**src/pkg/flash_seq_pkg.sv**
```systemverilog
// Shared types and constants for the erase and sleep sequencer.
package flash_seq_pkg;

   localparam logic [7:0] CMD_WRITE_UNLOCK = 8'h06;
   localparam logic [7:0] CMD_BLOCK_CLEAR  = 8'hd8;
   localparam logic [7:0] CMD_ARRAY_CLEAR  = 8'hc7;
   localparam logic [7:0] CMD_DEEP_SLEEP   = 8'hb9;
   localparam logic [7:0] CMD_WAKE         = 8'hab;
   localparam logic [7:0] CMD_READ_STATUS  = 8'h05;

   localparam int CLK_PERIOD_NS = 10;
   localparam int T_BLOCK_CLEAR_US = 1000;
   localparam int T_ARRAY_CLEAR_US = 2000;
   localparam int T_SLEEP_ENTRY_NS = 3000;
   localparam int T_WAKE_NS        = 30000;
   localparam int BLOCK_CLEAR_CYC  = (T_BLOCK_CLEAR_US * 1000) / CLK_PERIOD_NS;
   localparam int ARRAY_CLEAR_CYC  = (T_ARRAY_CLEAR_US * 1000) / CLK_PERIOD_NS;
   localparam int SLEEP_ENTRY_CYC  = (T_SLEEP_ENTRY_NS + CLK_PERIOD_NS - 1) / CLK_PERIOD_NS;
   localparam int WAKE_CYC         = (T_WAKE_NS + CLK_PERIOD_NS - 1) / CLK_PERIOD_NS;
   localparam int LATCH_DROP_CYC   = 2;

   localparam int ADDR_W        = 24;
   localparam int ADDR_BITS_BIG = 18;
   localparam int SECTOR_LSB    = 16;
   localparam int SECTORS_MAX   = 4;

   typedef enum logic [2:0]
   {
      PWR_STANDBY  = 3'b000,
      PWR_CYCLE    = 3'b001,
      PWR_ENTERING = 3'b011,
      PWR_SLEEP    = 3'b010,
      PWR_WAKING   = 3'b110
   } pwr_state_t;

   typedef struct packed
   {
      logic       valid;
      logic       whole;
      logic [1:0] sector;
   } erase_req_t;

   typedef struct packed
   {
      logic sel_n;
      logic sclk;
      logic sdi;
   } spi_pins_t;

endpackage : flash_seq_pkg

```
**src/rtl/flash_erase_and_sleep_sequencer.sv**
```systemverilog
// Instruction decoder and self-timed erase and sleep control of a serial flash.
`timescale 1ns/1ps
module flash_erase_and_sleep_sequencer
   import flash_seq_pkg::*;
#(
   parameter int ADDR_BITS       = ADDR_BITS_BIG,
   parameter int SECTORS         = SECTORS_MAX,
   parameter int BLOCK_CLEAR_CNT = BLOCK_CLEAR_CYC,
   parameter int ARRAY_CLEAR_CNT = ARRAY_CLEAR_CYC,
   parameter int WAKE_CNT        = WAKE_CYC
)
(
   input  wire logic               clk,
   input  wire logic               sys_rst,
   input  wire logic               reset_n,
   input  wire logic               sel_n,
   input  wire logic               sclk,
   input  wire logic               sdi,
   input  wire logic [SECTORS-1:0] hw_protect,
   input  wire logic [SECTORS-1:0] sw_protect,
   output logic                    sdo,
   output logic                    sdo_oe,
   output logic                    cycle_active_flag,
   output logic                    write_armed_latch,
   output logic                    deep_sleep,
   output logic                    sleep_pending,
   output logic                    erase_strobe,
   output logic                    erase_whole,
   output logic [1:0]              erase_sector
);

   localparam int CNT_W = 32;

   spi_pins_t pins_in;
   spi_pins_t pins_sync;
   logic      rst_n_sync;
   logic      sclk_d_reg;
   logic      sel_n_d_reg;
   logic      rise_sclk;
   logic      fall_sclk;
   logic      sel_rise;
   logic      sel_fall;
   logic      in_reset;

   assign pins_in = '{sel_n: sel_n, sclk: sclk, sdi: sdi};

   // Select idles high, so it resets to the deselected level.
   pin_sync #(.WIDTH(3), .INIT(3'h4)) u_spi_sync
   (
      .clk      (clk),
      .sys_rst  (sys_rst),
      .async_in (pins_in),
      .sync_out (pins_sync)
   );

   pin_sync #(.WIDTH(1), .INIT(1'h1)) u_rst_sync
   (
      .clk      (clk),
      .sys_rst  (sys_rst),
      .async_in (reset_n),
      .sync_out (rst_n_sync)
   );

   // The pin reset acts like power-up: any running cycle is abandoned.
   assign in_reset = sys_rst || !rst_n_sync;

   always_ff @(posedge clk)
   begin
      if (sys_rst)
      begin
         sclk_d_reg  <= 1'b0;
         sel_n_d_reg <= 1'b1;
      end
      else
      begin
         sclk_d_reg  <= pins_sync.sclk;
         sel_n_d_reg <= pins_sync.sel_n;
      end
   end

   assign rise_sclk = pins_sync.sclk && !sclk_d_reg && !pins_sync.sel_n;
   assign fall_sclk = !pins_sync.sclk && sclk_d_reg && !pins_sync.sel_n;
   assign sel_rise  = pins_sync.sel_n && !sel_n_d_reg;
   assign sel_fall  = !pins_sync.sel_n && sel_n_d_reg;

   // Shifting: count of bits since select fell, and the bits themselves.
   logic [5:0]  bit_cnt_reg;
   logic [31:0] shift_reg;
   logic        overrun_reg;

   always_ff @(posedge clk)
   begin
      if (in_reset || sel_fall)
      begin
         bit_cnt_reg <= 6'h00;
         shift_reg   <= 32'h0;
         overrun_reg <= 1'b0;
      end
      else if (rise_sclk)
      begin
         shift_reg <= {shift_reg[30:0], pins_sync.sdi};
         if (bit_cnt_reg == 6'h3f)
            overrun_reg <= 1'b1;
         else
            bit_cnt_reg <= bit_cnt_reg + 6'h01;
      end
   end

   logic [7:0] opcode;
   logic       ends_at_code;
   logic       ends_at_addr;

   // The opcode sits in the top byte after 32 bits, the low byte after 8.
   assign opcode       = (bit_cnt_reg == 6'd32) ? shift_reg[31:24] : shift_reg[7:0];
   assign ends_at_code = (bit_cnt_reg == 6'd8) && !overrun_reg;
   assign ends_at_addr = (bit_cnt_reg == 6'd32) && !overrun_reg;

   function automatic logic [1:0] sector_of(input logic [31:0] frame);
      logic [ADDR_W-1:0] addr;
      logic [ADDR_W-1:0] mask;
      addr = frame[ADDR_W-1:0];
      mask = ADDR_W'((1 << ADDR_BITS) - 1);
      addr = addr & mask;
      sector_of = addr[SECTOR_LSB+1:SECTOR_LSB];
   endfunction : sector_of

   logic [1:0] tgt_sector;
   assign tgt_sector = sector_of(shift_reg);

   // Power and cycle state.
   pwr_state_t  state_reg;
   logic [CNT_W-1:0] timer_reg;
   logic        armed_reg;
   erase_req_t  req_reg;
   logic        busy;
   logic        go_block;
   logic        go_array;
   logic        go_sleep;
   logic        go_wake;
   logic        go_unlock;

   assign busy = (state_reg == PWR_CYCLE);

   always_comb
   begin
      go_block  = 1'b0;
      go_array  = 1'b0;
      go_sleep  = 1'b0;
      go_wake   = 1'b0;
      go_unlock = 1'b0;
      if (sel_rise)
      begin
         case (state_reg)
            PWR_STANDBY:
            begin
               // Hardware-protected sectors, or any protection bit for an array clear, drop the request silently.
               go_block  = ends_at_addr && opcode == CMD_BLOCK_CLEAR && armed_reg
                           && !hw_protect[tgt_sector];
               go_array  = ends_at_code && opcode == CMD_ARRAY_CLEAR && armed_reg
                           && hw_protect == '0 && sw_protect == '0;
               go_sleep  = ends_at_code && opcode == CMD_DEEP_SLEEP;
               go_unlock = ends_at_code && opcode == CMD_WRITE_UNLOCK;
            end
            PWR_SLEEP:
               go_wake = ends_at_code && opcode == CMD_WAKE;
            default:
            begin
               // A running cycle or a pending transition takes nothing new.
               go_block = 1'b0;
            end
         endcase
      end
   end

   always_ff @(posedge clk)
   begin
      if (in_reset)
      begin
         state_reg <= PWR_STANDBY;
         timer_reg <= '0;
      end
      else
      begin
         case (state_reg)
            PWR_STANDBY:
            begin
               if (go_block || go_array)
               begin
                  state_reg <= PWR_CYCLE;
                  timer_reg <= go_array ? CNT_W'(ARRAY_CLEAR_CNT - 1)
                                        : CNT_W'(BLOCK_CLEAR_CNT - 1);
               end
               else if (go_sleep)
               begin
                  state_reg <= PWR_ENTERING;
                  timer_reg <= CNT_W'(SLEEP_ENTRY_CYC - 1);
               end
            end
            PWR_CYCLE, PWR_ENTERING, PWR_WAKING:
            begin
               if (timer_reg == '0)
                  state_reg <= (state_reg == PWR_ENTERING) ? PWR_SLEEP
                                                           : PWR_STANDBY;
               else
                  timer_reg <= timer_reg - CNT_W'(1);
            end
            PWR_SLEEP:
            begin
               if (go_wake)
               begin
                  state_reg <= PWR_WAKING;
                  timer_reg <= CNT_W'(WAKE_CNT - 1);
               end
            end
            default:
               state_reg <= PWR_STANDBY;
         endcase
      end
   end

   // The latch drops a fixed few cycles before the cycle's end.
   always_ff @(posedge clk)
   begin
      if (in_reset)
         armed_reg <= 1'b0;
      else if (busy && timer_reg == CNT_W'(LATCH_DROP_CYC))
         armed_reg <= 1'b0;
      else if (go_unlock)
         armed_reg <= 1'b1;
   end

   // Erase request to the array, one pulse at cycle start.
   always_ff @(posedge clk)
   begin
      if (in_reset)
         req_reg <= '0;
      else
      begin
         req_reg.valid <= go_block || go_array;
         if (go_block || go_array)
         begin
            req_reg.whole  <= go_array;
            req_reg.sector <= tgt_sector;
         end
      end
   end

   // Status read: the busy and armed bits shift out on falling clock edges.
   logic [7:0] status_sh_reg;
   logic       status_on_reg;
   logic       sdo_reg;

   always_ff @(posedge clk)
   begin
      if (in_reset || pins_sync.sel_n)
      begin
         status_on_reg <= 1'b0;
         status_sh_reg <= 8'h00;
         sdo_reg       <= 1'b0;
      end
      else if (state_reg != PWR_SLEEP && state_reg != PWR_ENTERING
               && bit_cnt_reg == 6'd8 && !status_on_reg && !overrun_reg
               && shift_reg[7:0] == CMD_READ_STATUS)
      begin
         status_on_reg <= 1'b1;
         status_sh_reg <= {6'h00, armed_reg, busy};
      end
      else if (status_on_reg && fall_sclk)
      begin
         sdo_reg       <= status_sh_reg[7];
         status_sh_reg <= {status_sh_reg[6:0], status_sh_reg[7]};
      end
   end

   assign sdo               = sdo_reg;
   assign sdo_oe            = status_on_reg;
   assign cycle_active_flag = busy;
   assign write_armed_latch = armed_reg;
   assign deep_sleep        = (state_reg == PWR_SLEEP);
   assign sleep_pending     = (state_reg == PWR_ENTERING) || (state_reg == PWR_WAKING);
   assign erase_strobe      = req_reg.valid;
   assign erase_whole       = req_reg.whole;
   assign erase_sector      = req_reg.sector;

endmodule : flash_erase_and_sleep_sequencer

```
**src/rtl/pin_sync.sv**
```systemverilog
// Two-stage synchroniser for a group of pins.
`timescale 1ns/1ps
module pin_sync
#(
   parameter int WIDTH = 3,
   parameter logic [WIDTH-1:0] INIT = '0
)
(
   input  wire logic             clk,
   input  wire logic             sys_rst,
   input  wire logic [WIDTH-1:0] async_in,
   output logic      [WIDTH-1:0] sync_out
);

   logic [WIDTH-1:0] meta_reg;

   always_ff @(posedge clk)
   begin
      if (sys_rst)
      begin
         meta_reg <= INIT;
         sync_out <= INIT;
      end
      else
      begin
         meta_reg <= async_in;
         sync_out <= meta_reg;
      end
   end

endmodule : pin_sync

```
**config.mk**
```make
export PLATFORM = sky130hd
export DESIGN_NAME = flash_erase_and_sleep_sequencer
export DESIGN_NICKNAME = d
export VERILOG_FILES = /design/src/pkg/flash_seq_pkg.sv /design/src/rtl/flash_erase_and_sleep_sequencer.sv /design/src/rtl/pin_sync.sv
export SDC_FILE = /design/constraint.sdc
export NUM_CORES = 1
export LEC_CHECK = 0
export ABC_AREA = 1
export BUFFER_PORTS_ARGS = -buffer_cell sky130_fd_sc_hd__buf_2
export CORE_MARGIN = 5
export CORE_UTILIZATION = 60
export CTS_CLUSTER_SIZE = 16
export DETAILED_ROUTE_END_ITERATION = 8
export PLACE_DENSITY = 0.86
export SLEW_MARGIN = 5
export SYNTH_ARGS = -nofsm -noshare
export SYNTH_HDL_FRONTEND = slang
export SYNTH_HIERARCHICAL = 1
export SYNTH_SLANG_ARGS = --single-unit
export TNS_END_PERCENT = 20
```
**constraint.sdc**
```tcl
create_clock -name clk -period 2.86 [get_ports clk]
set_clock_uncertainty 0.1 [all_clocks]
set_input_delay 0.429 -clock clk [delete_from_list [all_inputs] [get_ports clk]]
set_output_delay 0.429 -clock clk [all_outputs]
set_load 0.02 [all_outputs]
```
**After elaboration in Yosys (flattened, before gate mapping)**

Cells that the tools add are included.
Widths: inputs -> output; s select.

- Flip-flop bits (word level): 99
- Input port bits: 14
- Output and inout port bits: 10
- Logic and storage cells: 123

- Add/subtract/negate cells: 2
- $lt $le $gt $ge: 1
- Equality and inequality tests: 20
- Mux-type cells: 27
- Bitwise gates (word level): 2
- Reductions and logical operators: 52

Operators by type and width:

| kind | count |
|---|---|
| $mux 32 | 4 |
| $pmux 32 s3 | 1 |
| $eq 32x2->1 const B | 1 |
| $eq 8x8->1 const B | 4 |
| $logic_not 32->1 | 1 |
| $sub 32x1->32 const B | 1 |
| $logic_and 1x1->1 | 25 |
| $mux 18 | 1 |
| $eq 8x3->1 const B | 2 |
| $eq 6x6->1 const B | 2 |
| $mux 3 | 4 |
| $mux 1 | 11 |
| $pmux 3 s3 | 1 |
| $logic_not 1->1 | 8 |
| $logic_not 4->1 | 2 |
| $mux 8 | 1 |
| $add 6x1->6 const B | 1 |
| $eq 3x2->1 const B | 2 |
| $eq 6x4->1 const B | 1 |
| $mux 2 | 3 |
| $ne 3x2->1 const B | 2 |
| $reduce_and 2->1 | 3 |
| $logic_or 1x1->1 | 5 |
| $ne 2x2->1 const B | 2 |
| 14 further kinds | 16 |

**Depth between registers and ports, before layout**

Gate-level depths: netlist of the first run.

- Depth in word-level cells: 12
- Gate-level depth with buffers: 19
- Mapped depth without buffers: 17

**Hierarchy**

The synthesis of the first run kept the hierarchy.

By module, submodules not included:

| module | instances | cells each | area an instance (µm²) | sequential area each (µm²) |
|---|---|---|---|---|
| flash_erase_and_sleep_sequencer | 1 | 876 | 5357.6 | 1821.7 |
| pin_sync (u_spi_sync) | 1 | 19 | 168.9 | 120.1 |
| pin_sync (u_rst_sync) | 1 | 7 | 58.8 | 40.0 |

**Worst setup path before layout of the first run**

Ideal clock, no wire load.

- Path kind: register to register
- Start: register bit_cnt_reg[0]
- End: register timer_reg[16]
- Library setup time: 0.113 ns
- Data arrival time: 1.951 ns
- Required time: 2.647 ns
- Path slack: 0.696 ns
- Cell stages (with the launch flop): 19
- Path buffers: 2
- Period minus slack after synthesis: 2.164 ns
- Path through: dfxtp_1 -> inv_1 -> ha_1 -> nand2_2 -> clkinv_1 -> nand3_4 -> buf_6 -> nand2_1 -> nand2_1 -> nor2_1 -> nand3_1 -> nor2_2 -> nor2_1 -> nand2_4 -> nand3_4 -> buf_6 -> nand2_1 -> nand2_1 -> nor2_1

- Word-level cells in the longest chain between the ends: 12
- Elaborated cells on any way between the ends: 32
- Those cells by class: eq/ne: 8; mux: 11; reduce/logical: 13

Ends and longest elaborated chain:

| element | RTL line | source |
|---|---|---|
| start: declaration | flash_erase_and_sleep_sequencer.sv:87 | `logic [5:0] bit_cnt_reg;` |
| start signal: assignment | flash_erase_and_sleep_sequencer.sv:105 | `bit_cnt_reg <= bit_cnt_reg + 6'h01;` |
| $eq 6x6->1 | flash_erase_and_sleep_sequencer.sv:114, flash_erase_and_sleep_sequencer.sv:116 |  |
| $mux 8 | flash_erase_and_sleep_sequencer.sv:114 | `assign opcode = (bit_cnt_reg == 6'd32) ? shift_reg[31:24] : shift_reg[7:0];` |
| $eq 8x8->1 | flash_erase_and_sleep_sequencer.sv:159 | `go_array = ends_at_code && opcode == CMD_ARRAY_CLEAR && armed_reg` |
| $logic_and 1x1->1 (2 in series) | flash_erase_and_sleep_sequencer.sv:159 |  |
| $logic_and 1x1->1 (2 in series) | flash_erase_and_sleep_sequencer.sv:160 | `&& hw_protect == '0 && sw_protect == '0;` |
| $mux 1 | flash_erase_and_sleep_sequencer.sv:153 | `case (state_reg)` |
| $mux 1 | flash_erase_and_sleep_sequencer.sv:151 | `if (sel_rise)` |
| $logic_or 1x1->1 | flash_erase_and_sleep_sequencer.sv:187 | `if (go_block \|\| go_array)` |
| $ne 3x3->1 (no line) or $mux 32 (tied branches) | - |  |
| $reduce_and 4->1 (no line) or $pmux 32 s3 (tied branches) | - |  |
| end signal: assignment | flash_erase_and_sleep_sequencer.sv:190 | `timer_reg <= go_array ? CNT_W'(ARRAY_CLEAR_CNT - 1)` |
| end signal: assignment | flash_erase_and_sleep_sequencer.sv:196 | `timer_reg <= CNT_W'(SLEEP_ENTRY_CYC - 1);` |
| end signal: assignment | flash_erase_and_sleep_sequencer.sv:205 | `timer_reg <= timer_reg - CNT_W'(1);` |
| end: declaration | flash_erase_and_sleep_sequencer.sv:132 | `logic [CNT_W-1:0] timer_reg;` |

Several ways; a longest one is shown, not always the timed one.
A chain may end at the register's enable or synchronous reset.

**Worst setup path in the final report of the first run**

- Start: register bit_cnt_reg[0]
- End: register timer_reg[3]

The elaborated chain is that of the path after synthesis.

==> results of run 1 <==
[cell usage after synthesis (all sizes together)]
cell type	number	area share (%)
nand2	203	14
nor2	175	13
inv	142	9.5
dfxtp	99	35
o21ai	59	5.4
nand4	56	6.3
nand3	53	5.2
a21oi	48	4.3
buf	18	2.1
nor3	16	1.5
clkbuf	12	0.81
ha	4	0.90
clkinv	3	0.20
nor4	3	0.34
a211oi	2	0.27
o31ai	2	0.27
or2	2	0.22
xor2	2	0.31
a31oi	1	0.11
a41oi	1	0.16
o211ai	1	0.13
[routing by layer]
metal / share of wire [%] / track usage, % / vias up
met5: 0 / 0 / -
met4: 2.0 / 8.402 / 0
met3: 9.0 / 3.704 / 28
met2: 42 / 36.83 / 262
met1: 47 / 35.77 / 2521
li1: - / - / 2923
[power by group through the flow]
stage          Clock (mW)  Combinational (mW)  Sequential (mW)
2_1_floorplan           0              0.0578             1.42
3_3_place_gp            0              0.0835             1.42
3_5_place_dp            0              0.0846             1.42
4_1_cts             0.950              0.0848             1.39
5_1_grt             0.998              0.0990             1.39
6_report            0.934              0.0853             1.39
[layout make-up]
class | instances | area share, %
multi-input cells | 631 | 48.57
flip-flops and latches | 99 | 32.67
inverters | 145 | 8.971
repair buffers | 39 | 3.939
well taps | 111 | 2.289
clock buffers | 9 | 2.042
clock inverters | 7 | 1.526
[cells by family (layout without fill, tap and decap cells)]
family	Yosys count	count (layout)	share of synthesized area, %
buffers and inverters	175	200	12.68
AOI/OAI and AO/OA	114	114	10.60
xor gates and xnor gates	2	2	0.3137
and+or+nand+nor	508	511	40.03
adders and majority gates	4	4	0.8961
DFF	99	99	35.48
[worst register-to-register path, stage by stage (launching register included)]
cell and delay [ns]:
dfxtp_1 0.34, inv_1 0.10, ha_1 0.18, nand2_2 0.08, clkinv_1 0.08, nand3_4 0.15
nand2_1 0.11, nand2_1 0.08, nor2_2 0.21, nand2_1 0.10, nor2_2 0.17, nor2_2 0.11
nand2_4 0.18, nand3_2 0.25, nand2_1 0.15, inv_2 0.03, nor2_1 0.09
[repair_timing]
action | 4_1_cts | 5_1_grt
resized for setup | 0 | 5
setup endpoints to repair | 0 | 34
hold buffers | 0 | 0
buffers inserted | 0 | 0
[worst max path at each step]
stage               slack [ns]             to  cells after the start
CTS                       0.09  timer_reg[21]                     15
global route              0.02  timer_reg[15]                     17
finish                    0.28   timer_reg[3]                     16
floorplan                 0.70  timer_reg[16]                     18
detailed placement        0.13  timer_reg[19]                     16
global placement          0.18  timer_reg[16]                     16
[through the flow]
stage / instance area (µm²) / cells / hold slack, ns / utilization [%]
floorplan: 5585 / 902 / 0.2795 / -
global placement: 5806 / 1022 / 0.2848 / 63.43
detailed placement: 5806 / 1022 / 0.2964 / 63.43
CTS: 6022 / 1038 / 0.1099 / 65.80
global route: 6067 / 1041 / 0.1375 / 66.29
finish: 6067 / 1041 / 0.1174 / 66.29
==> metrics.txt, run 1 <==
final WL=13780 µm; Crit Path Category=flop to flop; height of the die=106.5 µm; n_diodes=0; Slowest Stage Delay on Critical Path=0.34 ns; Mapped Cells=902; f_max=around 0.39 GHz; Reg2Reg Depth=16; netlist area before placement=0.005585 mm²; relative slew slack=about two thirds; Leak Pwr=2.882 nW; crit end category=flop; max cap viols=0; Core ar.=between 0.009 and 0.01 mm²; maximum vdd drop=228.5 µV; sw power=0.6420 mW; clock latency on the worst-skew pair=0.38 ns; RSZ-0062 raised after global routing=false; Fillers=817; Slew @ Worst Pin=about 0.49 ns; leading cell type in the layout, fill and taps excluded=nand2_1; flop-to-flop setup slack=about 0.28 ns; status=finished clean; TritonCTS clock tree=built; Final Cycle Share=90.37%; Yosys reg bits=99; HP Start=sel_n; Total Power=about 2.4 mW; drt pass-1 iters=6; Syn Nets=920; Max Root-Sink Buffers=2; CTS H-Tree Depth=3; combinational share of power=3.5%; Worst path top cell family by delay=simple AND/OR/NAND/NOR gates; wire per inst=13.23 µm; Antenna Nets Post-Route=0; part of the power in registers=between 50% and 60%; DR vias=around 5700; required time of the worst setup path=3.07 ns; setup violators final=0; CTS Sinks=a little under 100; pin count of the biggest net entering global routing=46; Clock transition at path regs=roughly 0.11 ns; Final GP Congestion=0.9448; Via density=around 5.5; FF/Latch Area=0.001982 mm²; Buf+Inv Stages, Crit Path=3; crit path max fanout=16; post-route setup slack=0.2754 ns; hpwl dp=9532 µm; reg-to-reg critical path endpoint=timer_reg[3]; antenna violations before repair=0; GR Overflow Total=0; vias in the first global route=slightly above 5000; proportion of layout cells with a drive suffix above 1=11.94%; unique cell type count in the Yosys netlist=32; Startpoint Class=flop; setup tns final=0 ns; P&R area growth vs syn=8.625%; Top-Level Pins=24; die area=0.01134 mm²; residual DRC count=0; nets=between 900 and 1000; internal power=1.771 mW; Sw Ratio=26.61%; Multi-input gate area=0.002947 mm²; Placement Setup Slack=0.1320 ns; # rows=35; DIE WIDTH=106.5 µm; yosys warns=6; Hold Violations, Final=0; synthesized area per cell=6.192 µm²; Seq/Total Area, Yosys=35.48%; Power Density=397.7 mW/mm²; drt first-iter violations=~640; Hold Crit Class=primary input to flop; minimum clock period=2.585 ns; WHS Path Cells=3; input/output buffers=23; clock root cell=clkbuf_8; fin. max-slew vios=0; cell mode on critical path=nand2_1; critical-path cell list=inv_1 > ha_1 > nand2_2 > clkinv_1 > nand3_4 > nand2_1 > nand2_1 > nor2_2 > nand2_1 > nor2_2 > nor2_2 > nand2_4 > nand3_2 > nand2_1 > inv_2 > nor2_1; cts bufs inserted=9; critical path arrival=2.79 ns; Crit-path slowest cell=dfxtp_1; Initial Utilization=roughly three fifths; Worst Hold Path EP=u_spi_sync/meta_reg[2]; commonest cells after routing, fill and taps aside=nand2_1 (198), nor2_1 (163), inv_1 (113), dfxtp_1 (99), o21ai_0 (57); GRT Total Usage=24.49%; crit path launch=bit_cnt_reg[0]; clock group share of total power=38.7%; r2r startpoint=bit_cnt_reg[0]; first-pass GRT wire length=between 20000 and 25000 µm
Power figures use the tool's default switching activity.
==> inputs of run 2 (changes only) <==
--- a/config.mk
+++ b/config.mk
@@ -12,9 +12,9 @@
 export CTS_CLUSTER_SIZE = 16
 export DETAILED_ROUTE_END_ITERATION = 8
 export PLACE_DENSITY = 0.86
+export RECOVER_POWER = 50
 export SLEW_MARGIN = 5
 export SYNTH_ARGS = -nofsm -noshare
 export SYNTH_HDL_FRONTEND = slang
-export SYNTH_HIERARCHICAL = 1
 export SYNTH_SLANG_ARGS = --single-unit
 export TNS_END_PERCENT = 20
==> run 2 against run 1 <==
Area after synthesis fell by 1.9%; sequential share of layout area rose by 0.69 points; combinational power fell by 4.9%; global-route usage fell by 0.84 points; wire length fell by 3.1%; via count fell by 1.9%; clock power rose by 1%.
==> metrics.txt, run 2 <==
Total Power=2.419 mW (+0.24%); commonest cells after routing, fill and taps aside=nand2_1 (203), nor2_1 (175), inv_1 (120), dfxtp_1 (99), o21ai_0 (54); proportion of layout cells with a drive suffix above 1=8.389% (-3.5 points); clock group share of total power=39.0% (+0.3 points); final cell count without fillers=1014 (-2.6%); Hold Violations, Final=0 (unchanged); post-synth top area cell=dfxtp_1; n_diodes=0 (unchanged); antenna violations before repair=0 (unchanged); TritonCTS clock tree=built; synthesized area per cell=6.236 µm² (+0.71%); status=finished clean; clock root cell=clkbuf_8; combinational share of power=3.4% (about the same); CTS Sinks=99 (unchanged); top cell type's share of synthesized area=36.16% (+0.67 points); drt pass-1 iters=6 (unchanged); Leak Pwr=2.724 nW (-5.5%); count leader, synth=nand2_1; Crit Path Category=flop to flop; Final Cycle Share=91.13% (+0.76 points); maximum vdd drop=327.6 µV (+43%); Via density=5.546 (+0.69%); HP Start=sel_n; top post-synthesis cells by count=nand2_1 (204), nor2_1 (176), inv_1 (120); ys flop type=dfxtp_1; Placement Setup Slack=0.1760 ns (+0.04404 ns); crit end category=flop; f_max=0.3837 GHz (-0.83%); reg-to-reg critical path endpoint=timer_reg[1]; yosys warns=0 (-6); required time of the worst setup path=3.04 ns (-0.03 ns); die area=0.01115 mm² (-1.7%); P&R area growth vs syn=8.400%; vias in the first global route=4930 (-4.7%); Max Root-Sink Buffers=2 (unchanged); pin count of the biggest net entering global routing=45 (-2.2%); clock latency on the worst-skew pair=0.38 ns (about the same); Final GP Congestion=0.9218 (-2.4%); cts bufs inserted=9 (unchanged); nets=919 (-2.5%); Sw Ratio=26.82% (+0.21 points); drt first-iter violations=442 (-31%); GR Overflow Total=0 (unchanged); Reg2Reg Depth=11 (-5); Core ar.=0.008806 mm² (-3.8%); Worst Hold Path EP=u_spi_sync.meta_reg[2]; Post-synth EDFFs=0 (unchanged); netlist area before placement=0.005482 mm² (-1.9%); RSZ-0062 raised after global routing=false; max cap viols=0 (unchanged); GRT Total Usage=23.65% (-0.84 points); crit path max fanout=29 (+13); unique cell type count in the Yosys netlist=34 (+6.3%); Initial Utilization=62.25% (+1.2 points); Seq/Total Area, Yosys=36.16% (+0.67 points); sw power=0.6486 mW (+1.0%); WHS=0.1270 ns (+0.009619 ns); residual DRC count=0 (unchanged); WHS Path Cells=2 (-1); Power Density=407.0 mW/mm² (+2.3%); hold buffers post-CTS=0 (unchanged); height of the die=105.6 µm (-0.85%); critical path arrival=2.79 ns (about the same); setup tns final=0 ns (unchanged); setup violators final=0 (unchanged); leading cell type in the layout, fill and taps excluded=nand2_1; CTS H-Tree Depth=3 (unchanged); hpwl dp=8875 µm (-6.9%); DIE WIDTH=105.6 µm (-0.85%); synth top area cells=dfxtp_1 (36%), nand2_1 (14%), nor2_1 (12%); wire per inst=13.17 µm (-0.51%); fin. max-slew vios=0 (unchanged); Clock transition at path regs=0.11 ns (about the same); Syn Nets=897 (-2.5%); Top-Level Pins=24 (unchanged); ys async rst share=0% (unchanged); # rows=34 (-2.9%); final WL=13350 µm (-3.1%); post-route setup slack=0.2537 ns (-0.02176 ns); DR vias=5624 (-1.9%); part of the power in registers=57.6% (about the same); Hold Crit Class=primary input to flop; first-pass GRT wire length=22290 µm (-4.2%); Slew @ Worst Pin=0.6852 ns (+0.1990 ns); # placed instances=990 (-3.1%); Yosys reg bits=99 (unchanged); Mapped Cells=879 (-2.5%); minimum clock period=2.606 ns (+0.02176 ns); input/output buffers=23 (unchanged); internal power=1.770 mW (about the same); r2r startpoint=timer_reg[0]; Antenna Nets Post-Route=0 (unchanged); flop-to-flop setup slack=0.25 ns (-0.02 ns); relative slew slack=54.26% (-13 points); Startpoint Class=flop
==> run 2: final cells by class <==
| type | count | area, µm² |
|---|---|---|
| fillers | 794 | 2864 |
| clock inverters | 7 | 88.84 |
| flip-flops and latches | 99 | 1982 |
| well taps | 108 | 135.1 |
| multi-input cells | 625 | 2910 |
| inverters | 126 | 473.0 |
| repair buffers | 40 | 229.0 |
| clock buffers | 9 | 123.9 |
==> run 2: worst max path at each step <==
stage	from	slack [ns]	end
2_1_floorplan	bit_cnt_reg[0]	0.70	state_reg[2]
3_3_place_gp	bit_cnt_reg[0]	0.24	timer_reg[17]
3_5_place_dp	bit_cnt_reg[0]	0.18	timer_reg[11]
4_1_cts	bit_cnt_reg[0]	0.13	timer_reg[28]
5_1_grt	state_reg[2]	0.008	timer_reg[3]
6_report	timer_reg[0]	0.25	timer_reg[1]
==> run 2: worst max-delay path: stages, from the launching register on <==
cell and delay [ns]:
dfxtp_1 0.32, inv_1 0.09, ha_1 0.26, nand2_1 0.17, nor2_1 0.12, nand2_1 0.18, nor2_1 0.10, a21oi_2 0.42
buf_4 0.42, nand4_1 0.16, nand2_1 0.11, nor2_1 0.06
==> run 2: cells by family (layout without fill, tap and decap cells) <==
family	count (synthesis)	in the layout	share of synthesized area, %
simple gates	509	511	40.56
buf+inv	157	182	11.66
fa+ha+maj	4	4	0.9131
compound gates	108	108	10.39
xor+xnor	2	2	0.3196
flops	99	99	36.16
==> run 2: power groups by stage <==
stage	logic, mW	clock network (mW)	registers [mW]
final	0.0811	0.944	1.39
after global routing	0.0921	1.02	1.40
after global placement	0.0812	0	1.42
after detailed placement	0.0824	0	1.42
after CTS	0.0829	0.951	1.39
after floorplan	0.0566	0	1.42
==> run 2: what timing repair did <==
item | CTS | global route
gates resized for setup | 0 | 5
endpoints found under the hold margin | 0 | 0
endpoints found under the setup margin | 0 | 32
buffers inserted | 0 | 6
==> run 2: through the flow <==
stage	area, µm²	util [%]
after global placement	5664	64.32
after detailed placement	5664	64.32
after global routing	5942	67.48
final	5942	67.48
after floorplan	5482	-
after CTS	5877	66.74
==> run 2: layer usage <==
metal	routed length (µm)	GRT usage, %	vias to the layer above
met2	5814	35.97	249
li1	-	-	2847
met3	1085	4.768	48
met4	388	7.493	0
met1	6060	33.76	2480
met5	0	0	-
